[src/include/ubw_pkg.sv]
// constants for the break, wake and synchronous-master serial port
//
// Contract
// wake_enable sits in baud_control bit 1; a falling receive line is a wake event
// while wake_enable is set the port idles; a wake event sets receive_irq_flag
// after a wake event, the next rising receive edge clears wake_enable
// reading receive_data_reg clears the wake-raised receive flag; its data is dummy
// software checks receiver_idle before setting wake_enable ahead of sleep
// wake_enable auto-clear needs no instruction-phase clock, may precede oscillator
// a break is a start bit, twelve zero bits, then a stop bit
// send_break with transmit_enable and a loaded shifter sends zeros, ignoring data
// hardware clears send_break after the break stop bit so queued data follows
// shift_reg_empty shows activity during a break as for normal frames
// header: set enable and break, write dummy byte, then write 55h sync
// a break may be received at 9/13 of the normal baud rate
// with wake enabled, two transitions raise one receive flag, then normal reception
// after a break software may set autobaud_enable once transmit flag is seen
// synchronous master needs clock source, sync select and port enable bits
// synchronous mode is half duplex; transmit and receive exclude each other
// master drives shift clock; clock_polarity set means idle high, clear idle low
// shifter reloads from buffer only after the last bit, then at once
// buffer to shifter move takes one cycle, then buffer empty and flag set
// transmit flag ignores its enable, software cannot clear it, buffer write clears
// shift_reg_empty at transmit status bit 1 is read-only, set when shifter empty
// master setup: divisor, wide select, mode bits, enables, ninth bit, then data
// in synchronous master mode one data bit leaves per baud-set clock period
package ubw_pkg;
   localparam logic [7:0] OFS_RX_STATUS = 8'h00;
   localparam logic [7:0] OFS_TX_BUFFER = 8'h04;
   localparam logic [7:0] OFS_TX_STATUS = 8'h08;
   localparam logic [7:0] OFS_BAUD_CTRL = 8'h0c;
   localparam logic [7:0] OFS_DIV_HIGH = 8'h10;
   localparam logic [7:0] OFS_DIV_LOW = 8'h14;
   localparam logic [7:0] OFS_RX_DATA = 8'h18;
   localparam logic [7:0] OFS_FLAGS = 8'h1c;
   // receive status/control fields
   localparam int RX_PORT_EN = 7;
   // transmit status/control fields
   localparam int TX_CLK_SRC = 7;
   localparam int TX_NINE = 6;
   localparam int TX_ENABLE = 5;
   localparam int TX_SYNC = 4;
   localparam int TX_BREAK = 3;
   localparam int TX_EMPTY = 1;
   localparam int TX_NINTH = 0;
   // baud control fields
   localparam int BC_RX_IDLE = 6;
   localparam int BC_POLARITY = 4;
   localparam int BC_WIDE = 3;
   localparam int BC_WAKE = 1;
   localparam int BC_AUTOBAUD = 0;
   // flag register fields
   localparam int FL_RX = 0;
   localparam int FL_TX = 1;
   localparam int FL_TX_IRQ_EN = 2;
   // writable masks and reset values
   localparam logic [7:0] RX_STATUS_WMASK = 8'h80;
   localparam logic [7:0] TX_STATUS_WMASK = 8'hfd;
   localparam logic [7:0] BAUD_CTRL_WMASK = 8'h1b;
   localparam logic [7:0] TX_STATUS_RESET = 8'h02;
   localparam logic [7:0] REG_RESET = 8'h00;
   // frame lengths in bits, and a cycle count
   localparam logic [3:0] BREAK_ZEROS = 4'd12;
   localparam logic [3:0] DATA_BITS = 4'd8;
   localparam logic [3:0] TCY_CYCLES = 4'd1;
endpackage

[src/design/ubw_port.sv]
// serial port: auto-wake, break transmit and synchronous master transmit
//
// Decided for this implementation: register access over APB and the address map.
`timescale 1ns/1ns
module ubw_port
(
   input wire logic clock,
   input wire logic rstn,
   input wire logic psel,
   input wire logic penable,
   input wire logic pwrite,
   input wire logic [7:0] paddr,
   input wire logic [31:0] pwdata,
   output logic [31:0] prdata,
   output logic pready,
   output logic pslverr,
   output logic shift_clock_pin_o,
   output logic shift_clock_pin_oe,
   input wire logic serial_data_pin_i,
   output logic serial_data_pin_o,
   output logic serial_data_pin_oe,
   output logic receive_irq_flag,
   output logic transmit_irq_flag
);
   typedef enum logic [1:0] {UBW_IDLE, UBW_LOAD, UBW_SHIFT} ubw_tx_state_t;

   logic [7:0] rx_status;
   logic [7:0] tx_status;
   logic [7:0] baud_ctrl;
   logic [7:0] div_high;
   logic [7:0] div_low;
   logic [7:0] transmit_buffer;
   logic buffer_full;
   logic tx_irq_enable;
   logic line_meta;
   logic line_sync;
   logic line_prev;
   logic woke;
   ubw_tx_state_t state;
   logic [14:0] transmit_shifter;
   logic [3:0] bits_left;
   logic frame_is_break;
   logic [15:0] baud_count;
   logic baud_tick;
   logic clk_phase;
   logic access;
   logic wr;
   logic rd;
   logic sync_master;
   logic port_on;
   logic [15:0] divisor;
   logic fall_edge;
   logic rise_edge;
   logic break_done;
   logic last_bit;

   assign access = psel && penable && pready;
   assign wr = access && pwrite;
   assign rd = access && !pwrite;
   assign port_on = rx_status[ubw_pkg::RX_PORT_EN];
   // master mode select
   assign sync_master = port_on && tx_status[ubw_pkg::TX_SYNC]
      && tx_status[ubw_pkg::TX_CLK_SRC];
   assign divisor = baud_ctrl[ubw_pkg::BC_WIDE] ? {div_high, div_low} : {8'h00, div_low};
   assign fall_edge = line_prev && !line_sync;
   assign rise_edge = !line_prev && line_sync;
   assign last_bit = (state == UBW_SHIFT) && baud_tick && (bits_left == 4'd1)
      && (!sync_master || clk_phase);
   assign break_done = last_bit && frame_is_break;

   // apb answer: zero wait states, error on unmapped offsets
   always_ff @(posedge clock)
   begin
      if (!rstn)
      begin
         pready <= 1'b0;
         pslverr <= 1'b0;
      end
      else
      begin
         pready <= psel && !penable && !pready;
         pslverr <= psel && !penable && !pready
            && (paddr[1:0] != 2'b00 || paddr > ubw_pkg::OFS_FLAGS);
      end
   end

   always_ff @(posedge clock)
   begin
      if (!rstn)
      begin
         prdata <= 32'h0000_0000;
      end
      else if (psel && !penable && !pwrite)
      begin
         unique case (paddr)
            ubw_pkg::OFS_RX_STATUS: prdata <= {24'h000000, rx_status};
            ubw_pkg::OFS_TX_BUFFER: prdata <= {24'h000000, transmit_buffer};
            // empty bit reflects the shifter, break frames too
            ubw_pkg::OFS_TX_STATUS: prdata <= {24'h000000, tx_status[7:2],
               state == UBW_IDLE, tx_status[0]};
            ubw_pkg::OFS_BAUD_CTRL: prdata <= {24'h000000, baud_ctrl[7],
               !woke && line_sync, baud_ctrl[5:0]};
            ubw_pkg::OFS_DIV_HIGH: prdata <= {24'h000000, div_high};
            ubw_pkg::OFS_DIV_LOW: prdata <= {24'h000000, div_low};
            // receive data is dummy after a wake
            ubw_pkg::OFS_RX_DATA: prdata <= 32'h0000_0000;
            ubw_pkg::OFS_FLAGS: prdata <= {29'h00000000, tx_irq_enable,
               transmit_irq_flag, receive_irq_flag};
            default: prdata <= 32'h0000_0000;
         endcase
      end
   end

   // plain configuration registers
   always_ff @(posedge clock)
   begin
      if (!rstn)
      begin
         rx_status <= ubw_pkg::REG_RESET;
         div_high <= ubw_pkg::REG_RESET;
         div_low <= ubw_pkg::REG_RESET;
         tx_irq_enable <= 1'b0;
      end
      else if (wr)
      begin
         if (paddr == ubw_pkg::OFS_RX_STATUS)
         begin
            rx_status <= pwdata[7:0] & ubw_pkg::RX_STATUS_WMASK;
         end
         if (paddr == ubw_pkg::OFS_DIV_HIGH)
         begin
            div_high <= pwdata[7:0];
         end
         if (paddr == ubw_pkg::OFS_DIV_LOW)
         begin
            div_low <= pwdata[7:0];
         end
         if (paddr == ubw_pkg::OFS_FLAGS)
         begin
            tx_irq_enable <= pwdata[ubw_pkg::FL_TX_IRQ_EN];
         end
      end
   end

   // transmit status: software write wins over the hardware break clear
   always_ff @(posedge clock)
   begin
      if (!rstn)
      begin
         tx_status <= ubw_pkg::TX_STATUS_RESET;
      end
      else if (wr && paddr == ubw_pkg::OFS_TX_STATUS)
      begin
         tx_status <= pwdata[7:0] & ubw_pkg::TX_STATUS_WMASK;
      end
      // clear after break stop bit
      else if (break_done)
      begin
         tx_status[ubw_pkg::TX_BREAK] <= 1'b0;
      end
   end

   // baud control: wake_enable auto-clears on the rising edge after a wake
   always_ff @(posedge clock)
   begin
      if (!rstn)
      begin
         baud_ctrl <= ubw_pkg::REG_RESET;
      end
      else if (wr && paddr == ubw_pkg::OFS_BAUD_CTRL)
      begin
         baud_ctrl <= pwdata[7:0] & ubw_pkg::BAUD_CTRL_WMASK;
      end
      // auto-clear, no phase enable needed
      else if (woke && rise_edge)
      begin
         baud_ctrl[ubw_pkg::BC_WAKE] <= 1'b0;
      end
   end

   // receive line synchroniser, then an edge history
   always_ff @(posedge clock)
   begin
      if (!rstn)
      begin
         line_meta <= 1'b1;
         line_sync <= 1'b1;
         line_prev <= 1'b1;
      end
      else
      begin
         line_meta <= serial_data_pin_i;
         line_sync <= line_meta;
         line_prev <= line_sync;
      end
   end

   // wake detection, only while wake_enable is set in asynchronous mode
   always_ff @(posedge clock)
   begin
      if (!rstn)
      begin
         woke <= 1'b0;
      end
      // first falling transition is the wake event
      else if (baud_ctrl[ubw_pkg::BC_WAKE] && !woke && fall_edge
         && !tx_status[ubw_pkg::TX_SYNC])
      begin
         woke <= 1'b1;
      end
      else if (woke && rise_edge)
      begin
         woke <= 1'b0;
      end
   end

   always_ff @(posedge clock)
   begin
      if (!rstn)
      begin
         receive_irq_flag <= 1'b0;
      end
      // wake sets the flag; set wins over the read clear
      else if (baud_ctrl[ubw_pkg::BC_WAKE] && !woke && fall_edge
         && !tx_status[ubw_pkg::TX_SYNC])
      begin
         receive_irq_flag <= 1'b1;
      end
      // reading receive data clears the flag
      else if (rd && paddr == ubw_pkg::OFS_RX_DATA)
      begin
         receive_irq_flag <= 1'b0;
      end
   end

   // baud generator: one tick every divisor+1 clocks while a frame runs
   always_ff @(posedge clock)
   begin
      if (!rstn || state != UBW_SHIFT)
      begin
         baud_count <= 16'h0000;
         baud_tick <= 1'b0;
      end
      else if (baud_count >= divisor)
      begin
         baud_count <= 16'h0000;
         baud_tick <= 1'b1;
      end
      else
      begin
         baud_count <= baud_count + 16'h0001;
         baud_tick <= 1'b0;
      end
   end

   // holding buffer and its flag
   always_ff @(posedge clock)
   begin
      if (!rstn)
      begin
         transmit_buffer <= ubw_pkg::REG_RESET;
         buffer_full <= 1'b0;
      end
      // only a buffer write empties the flag
      else if (wr && paddr == ubw_pkg::OFS_TX_BUFFER)
      begin
         transmit_buffer <= pwdata[7:0];
         buffer_full <= 1'b1;
      end
      // move to the shifter takes one cycle
      else if (state == UBW_LOAD)
      begin
         buffer_full <= 1'b0;
      end
   end

   // flag set regardless of its enable
   always_ff @(posedge clock)
   begin
      if (!rstn)
      begin
         transmit_irq_flag <= 1'b1;
      end
      else
      begin
         transmit_irq_flag <= !(buffer_full && !(state == UBW_LOAD))
            && !(wr && paddr == ubw_pkg::OFS_TX_BUFFER);
      end
   end

   // transmit sequencer
   always_ff @(posedge clock)
   begin
      if (!rstn || !port_on || !tx_status[ubw_pkg::TX_ENABLE])
      begin
         state <= UBW_IDLE;
         transmit_shifter <= 15'h7fff;
         bits_left <= 4'd0;
         frame_is_break <= 1'b0;
         clk_phase <= 1'b0;
      end
      else
      begin
         unique case (state)
            UBW_IDLE:
            begin
               // reload only with data waiting and shifter idle
               if (buffer_full)
               begin
                  state <= UBW_LOAD;
               end
            end
            UBW_LOAD:
            begin
               state <= UBW_SHIFT;
               clk_phase <= 1'b0;
               frame_is_break <= 1'b0;
               if (sync_master)
               begin
                  // data bits only, lsb first
                  transmit_shifter <= {6'h3f, tx_status[ubw_pkg::TX_NINTH], transmit_buffer};
                  bits_left <= tx_status[ubw_pkg::TX_NINE] ? ubw_pkg::DATA_BITS + 4'd1
                     : ubw_pkg::DATA_BITS;
               end
               // break ignores the written data
               else if (tx_status[ubw_pkg::TX_BREAK])
               begin
                  // start, twelve zeros, stop
                  transmit_shifter <= 15'h2000;
                  bits_left <= ubw_pkg::BREAK_ZEROS + 4'd2;
                  frame_is_break <= 1'b1;
               end
               else
               begin
                  transmit_shifter <= {5'h1f, tx_status[ubw_pkg::TX_NINE]
                     ? tx_status[ubw_pkg::TX_NINTH] : 1'b1, transmit_buffer, 1'b0};
                  bits_left <= tx_status[ubw_pkg::TX_NINE] ? ubw_pkg::DATA_BITS + 4'd3
                     : ubw_pkg::DATA_BITS + 4'd2;
               end
            end
            UBW_SHIFT:
            begin
               if (baud_tick)
               begin
                  // master: two half periods per bit
                  clk_phase <= sync_master ? !clk_phase : 1'b0;
                  if (!sync_master || clk_phase)
                  begin
                     transmit_shifter <= {1'b1, transmit_shifter[14:1]};
                     bits_left <= bits_left - 4'd1;
                     // reload straight away after the last bit
                     if (bits_left == 4'd1)
                     begin
                        state <= buffer_full ? UBW_LOAD : UBW_IDLE;
                     end
                  end
               end
            end
            default: state <= UBW_IDLE;
         endcase
      end
   end

   // pin drivers, registered
   always_ff @(posedge clock)
   begin
      if (!rstn)
      begin
         shift_clock_pin_o <= 1'b1;
         shift_clock_pin_oe <= 1'b0;
         serial_data_pin_o <= 1'b1;
         serial_data_pin_oe <= 1'b0;
      end
      else if (sync_master)
      begin
         // idle level follows clock_polarity
         shift_clock_pin_o <= baud_ctrl[ubw_pkg::BC_POLARITY]
            ^ (state == UBW_SHIFT && clk_phase);
         shift_clock_pin_oe <= 1'b1;
         serial_data_pin_o <= transmit_shifter[0];
         // data pin driven only while sending, so no receive overlaps
         serial_data_pin_oe <= state != UBW_IDLE;
      end
      else
      begin
         // asynchronous line on the clock pin, high when idle
         shift_clock_pin_o <= (state == UBW_SHIFT) ? transmit_shifter[0] : 1'b1;
         shift_clock_pin_oe <= port_on;
         serial_data_pin_o <= 1'b1;
         serial_data_pin_oe <= 1'b0;
      end
   end
endmodule

[config.mk]
export PLATFORM = sky130hd
export DESIGN_NAME = ubw_port
export DESIGN_NICKNAME = d
export VERILOG_FILES = /design/src/include/ubw_pkg.sv /design/src/design/ubw_port.sv
export SDC_FILE = /design/constraint.sdc
export NUM_CORES = 1
export LEC_CHECK = 0
export ABC_AREA = 0
export BUFFER_PORTS_ARGS = -buffer_cell sky130_fd_sc_hd__buf_4
export CORE_MARGIN = 2
export CORE_UTILIZATION = 50
export CTS_CLUSTER_DIAMETER = 60
export DETAILED_ROUTE_END_ITERATION = 6
export PLACE_DENSITY = 0.73
export SYNTH_ARGS = -nofsm -noshare
export SYNTH_HDL_FRONTEND = slang
export SYNTH_SLANG_ARGS = --single-unit
[constraint.sdc]
create_clock -name clock -period 3 [get_ports clock]
set_input_delay 0.45 -clock clock [delete_from_list [all_inputs] [get_ports clock]]
set_output_delay 0.45 -clock clock [all_outputs]
set_load 0.02 [all_outputs]
=== Word-level counts from Yosys, hierarchy flattened ===
Index checks and enable logic that the tools add are counted.

* Reduce and logical (&&, ||, !) cells: 67
* Add/subtract/negate cells: 2
* Equal/unequal tests: 15
* Bitwise logic cells: 1
* Multiplexer cells: 39
* $lt $le $gt $ge: 2

{| class="wikitable"
|+ Operator list
! kind !! count
|-
| 15-bit 2-to-1 mux || 4
|-
| 8-bit one-hot mux with 7 select lines || 1
|-
| 8-bit by 5-bit == test with 1-bit output, second input constant || 4
|-
| 15-bit one-hot mux with 2 select lines || 1
|-
| 1-bit logical AND || 28
|-
| 1-bit 2-to-1 mux || 21
|-
| 16-bit by 1-bit adder with 16-bit output, second input constant || 1
|-
| 8-bit by 4-bit == test with 1-bit output, second input constant || 2
|-
| 16-bit greater-or-equal comparator || 1
|-
| 16-bit 2-to-1 mux || 1
|-
| 2-bit nonzero test || 8
|-
| 1-bit zero test || 15
|-
| 2-bit AND reduction || 6
|-
| 8-bit by 3-bit == test with 1-bit output, second input constant || 1
|-
| 8-bit by 5-bit greater-than comparator with 1-bit output, second input constant || 1
|-
| 8-bit zero test || 1
|-
| 2-bit 2-to-1 mux || 4
|-
| 4-bit 2-to-1 mux || 2
|-
| 4-bit one-hot mux with 2 select lines || 1
|-
| 3-bit 2-to-1 mux || 2
|-
| 2-bit inequality test, second input constant || 3
|-
| 2-bit one-hot mux with 3 select lines || 1
|-
| 1-bit logical OR || 5
|-
| 4-bit by 1-bit == test with 1-bit output, second input constant || 1
|-
| other kinds (10) || 11
|}

* Flip-flop bits (word level): 123
* Output and inout bits: 40
* Input bits: 46
* Word-level logic and storage cells: 156

=== Depth between registers and ports, before layout ===
* Depth in word-level cells: 8
* Gate-level depth with buffers: 10
* Mapped depth without buffers: 7

=== Worst setup path before layout ===
OpenSTA, ideal clock, no wires.

* Kind: reg-to-reg
* Start point: register baud_ctrl[3]
* End point: register baud_count[10]
* Setup time: 0.119 ns
* Arrival: 1.897 ns
* Path slack: 0.984 ns
* Path buffers: 3
* Cell stages (with the launch flop): 11
* Period minus slack after synthesis: 2.016 ns
* Required time: 2.881 ns
* Cell sequence: dfxtp_1 -> clkbuf_1 -> nand2_1 -> ha_1 -> and4_1 -> nand2_1 -> a2111oi_2 -> nand4bb_1 -> buf_6 -> buf_12 -> nor2_4

* Longest elaborated chain between the ends: 3

{| class="wikitable"
|+ Ends and longest elaborated chain
! what !! RTL line !! text
|-
| start, declared || ubw_port.sv:29 || <nowiki>logic [7:0] baud_ctrl;</nowiki>
|-
| start signal, assigned || ubw_port.sv:168 || <nowiki>baud_ctrl <= ubw_pkg::REG_RESET;</nowiki>
|-
| start signal, assigned || ubw_port.sv:172 || <nowiki>baud_ctrl <= pwdata[7:0] & ubw_pkg::BAUD_CTRL_WMASK;</nowiki>
|-
| 16-bit 2-to-1 mux || ubw_port.sv:64 || <nowiki>assign divisor = baud_ctrl[ubw_pkg::BC_WIDE] ? {div_high, div_low} : {8'h00, div_low};</nowiki>
|-
| 16-bit greater-or-equal comparator || ubw_port.sv:244 || <nowiki>else if (baud_count >= divisor)</nowiki>
|-
| 2-bit OR reduction (no line) || - ||
|-
| end signal, assigned || ubw_port.sv:251 || <nowiki>baud_count <= baud_count + 16'h0001;</nowiki>
|-
| end, declared || ubw_port.sv:43 || <nowiki>logic [15:0] baud_count;</nowiki>
|}

Every way passes these cells.
A chain may end at the register's enable or synchronous reset.

=== Worst setup path in the final report ===
* Start point: register baud_ctrl[3]
* End point: register baud_count[2]

The elaborated chain is that of the path after synthesis.

==> out/metrics.yaml <==
clocking:
  cts_max_level: 3
  clk-insertion-delay-late_ps: 380
  cts_resized: 0
  numCtsBuffers: 9
  clock-root-buffer: "clkbuf_8"
  clk_pin_slew_worst_paths_ps: 100
  post_cts_buffers: 0
  cts_tree: "yes"
  ctsLongestPathBuffers: 2
  hold_buffers: 0
  cts_sinks: 98
route:
  post_drt_wl_per_cell_um: 15.19
  viasPerCell: 5.520
  firstDrtPassIters: 6
  routed_wl_mm: 11.49
  drtIter0Drc: 281
  postRouteAntennaNets: 0
  drc: 0
  num_vias: 4173
timing:
  setup_viol: 0
  hold_viol: 0
  whs_ps: 252.9
  tightest_slew_ps: 756.6
  rsz0062_at_grt: "false"
  max_slew_margin: 0.4956
  slew_viol_final: 0
  post-route-period-util: 0.7654
  fmax_ghz: 0.4355
  fin_skew_ps: 13.75
  setup-tns-final_ps: 0
  period_minus_slack_ps: 2296
hold_path:
  hold_path_class: "input port to flop"
synthesis:
  synth_xor_area_frac: 0.02547
  synth_top_family_by_area: "simple AND/OR/NAND/NOR gates"
  yosysSeqAreaShare: 0.3803
  synth-edff-count: 0
  ys.flop_type: "dfxtp_1"
  syn_avg_cell_area_um2: 8.714
  ys_ff_latch: 98
  synth_cells: 592
  synthAdderAreaFrac: 0.04608
  yosys.area_share.simple: 0.2484
  synthMuxAreaShare: 0.08974
  yosysWarningCount: 0
  synthArstFlopShare: 0
  synth_compound_area_frac: 0.1317
  syn_area_mm2: 0.005159
  ys_types: 67
floorplanning:
  core_mm2: 0.01018
  die_x_um: 105.6
  start_util: 0.5065
  rows: 37
  die-height_um: 105.6
  die_area_mm2: 0.01115
  num_io_pins: 86
setup_path:
  cp_slowest_cell: "dfxtp_1"
  cp_max_fo: 16
  crit_path_start_kind: "flop"
  crit_type: "flop to flop"
  required_ps: 3310
  cpPeakStageDelay_ps: 520
  crit_chain: "nand2_1 > ha_1 > a21oi_1 > o21ai_0 > a221oi_1 > nand4bb_1 > buf_4 > nor2_1"
  critPathArrivalTime_ps: 2610
  cp-end-kind: "flop"
global_routing:
  track_usage: 0.2099
  grt_max_degree: 46
  grt_first_pass_wirelength_mm: 18.63
  grt_pass1_vias: 3756
  busiest_layer: "met2"
  grtUsageMet2: 0.3359
  antenna_found_initial: 0
  grt_overflow_total: 0
  grt_use_met3: 0.04947
  met1_usage: 0.2773
final_layout:
  mostFrequentLayoutCells: "dfxtp_1 (98), nand2_1 (64), nor2_1 (62), mux2i_1 (44), o21ai_0 (41)"
  stdcell_area_mm2: 0.005618
  final_common_cell: "dfxtp_1"
  final_cells: 756
  area_growth_pct: 8.901
  num_antenna_cells: 0
  num-nets-final: 680
  drive_gt1_frac: 0.1371
  fillers: 943
placement:
  place_congestion: 0.8671
  place.detailed.hpwl_mm: 8.314
  port_buffers: 37
  placedInstanceArea_mm2: 0.005394
  dpl.cell_count: 740
job:
  drv.max_cap_violation_count: 0
power_and_ir_drop:
  power_leakage_nw: 2.013
  p_per_area_mw_per_mm2: 423.6
  netSwitchingFraction: 0.2396
  pwr-share-seq: 0.548
  share_comb_of_total_power: 0.050
  power_frac_clock: 0.402
  ir_drop_v: 0.0003438
  switchingPower_mw: 0.5701
  intPower_mw: 1.810
run_status:
  status: "finished, final reports clean"
[power groups by stage]
stage | sequential [mW] | clock (mW) | combinational [mW]
2_1_floorplan | 1.34 | 0 | 0.0942
3_3_place_gp | 1.33 | 0 | 0.117
3_5_place_dp | 1.33 | 0 | 0.118
4_1_cts | 1.30 | 0.977 | 0.118
5_1_grt | 1.30 | 1.03 | 0.127
6_report | 1.30 | 0.956 | 0.120
[synth_stat cells (2+ instances only)]
cell type / count / area (µm²)
nand2b_1: 5 / 31.28
xnor2_1: 8 / 70.07
and4_1: 3 / 26.28
and2_1: 5 / 31.28
buf_2: 7 / 35.03
nand4b_1: 2 / 17.52
o21ai_0: 41 / 205.2
nand4_1: 6 / 37.54
clkbuf_1: 14 / 52.55
nand3b_1: 9 / 67.56
nand2_1: 64 / 240.2
nand3_1: 26 / 130.1
o22ai_1: 3 / 18.77
nor4_1: 2 / 12.51
o32ai_1: 2 / 17.52
nor2_4: 11 / 123.9
dfxtp_1: 98 / 1962
nor2_1: 62 / 232.7
o211ai_1: 5 / 37.54
a211oi_1: 4 / 30.03
mux2i_1: 44 / 440.4
and3_1: 6 / 37.54
nor2_8: 2 / 40.04
ha_1: 19 / 237.7
xor2_1: 7 / 61.31
nor2_2: 2 / 12.51
buf_1: 2 / 7.510
nand4_4: 2 / 42.54
buf_4: 26 / 195.2
inv_1: 20 / 75.07
mux2_2: 2 / 22.52
a21oi_1: 30 / 150.1
a22oi_1: 3 / 22.52
nor2b_1: 7 / 43.79
nor3_1: 11 / 55.05
[per-layer routing]
| metal | routed length [µm] | vias to the layer above |
|---|---|---|
| met5 | 0 | - |
| met4 | 234 | 0 |
| met3 | 699 | 20 |
| met2 | 5397 | 137 |
| met1 | 5156 | 1961 |
| li1 | - | 2055 |
[registers in the layout, indices dropped and copies added (netlist names), 2 cells and up]
name	cells
baud_count	16
transmit_shifter	15
div_high	8
div_low	8
prdata	8
transmit_buffer	8
tx_status	7
baud_ctrl	4
bits_left	4
state	2
[final cells by class]
| type | count | area, µm² | share of cell area |
|---|---|---|---|
| clock buffers | 9 | 123.9 | 0.02205 |
| clock inverters | 7 | 100.1 | 0.01782 |
| inverters | 21 | 78.83 | 0.01403 |
| multi-input cells | 445 | 2883 | 0.5131 |
| flip-flops and latches | 98 | 1962 | 0.3492 |
| well taps | 136 | 170.2 | 0.03029 |
| repair buffers | 40 | 300.3 | 0.05345 |
[critical path: cells and delay by family, from the launching register on]
family                     cells  cell delay, ps
DFF                            1             520
and+or+nand+nor                3             410
adders and majority gates      1             320
buffers and inverters          1             260
AOI/OAI and AO/OA              3             710
[metrics by stage]
| stage | utilization | total power, mW | setup slack, ps |
|---|---|---|---|
| after floorplan | - | 1.429 | 984.3 |
| after global placement | 0.5296 | 1.451 | 828.6 |
| after detailed placement | 0.5296 | 1.452 | 742.9 |
| after CTS | 0.5516 | 2.400 | 697.3 |
| after global routing | 0.5516 | 2.460 | 530.7 |
| final | 0.5516 | 2.380 | 703.7 |
[logic make-up (layout without fill, tap and decap cells)]
family	Yosys count	after routing
muxes	46	46
AOI/OAI and AO/OA	106	106
adders and majority gates	19	19
DFF	98	98
xor gates and xnor gates	15	15
and+or+nand+nor	235	235
buffers and inverters	72	77
other	1	24
[final timing paths]
path / start / end / slack [ps] / cells after the start
max: baud_ctrl[3]$_SDFFE_PN0P_ / baud_count[2]$_SDFF_PP0_ / 700 / 8
min: serial_data_pin_i / line_meta$_SDFF_PN1_ / 250 / 2
max reg2reg: baud_ctrl[3]$_SDFFE_PN0P_ / baud_count[2]$_SDFF_PP0_ / 700 / 8
min reg2reg: line_meta$_SDFF_PN1_ / line_sync$_SDFF_PN1_ / 420 / 1
(Power assumes the default switching activity.)
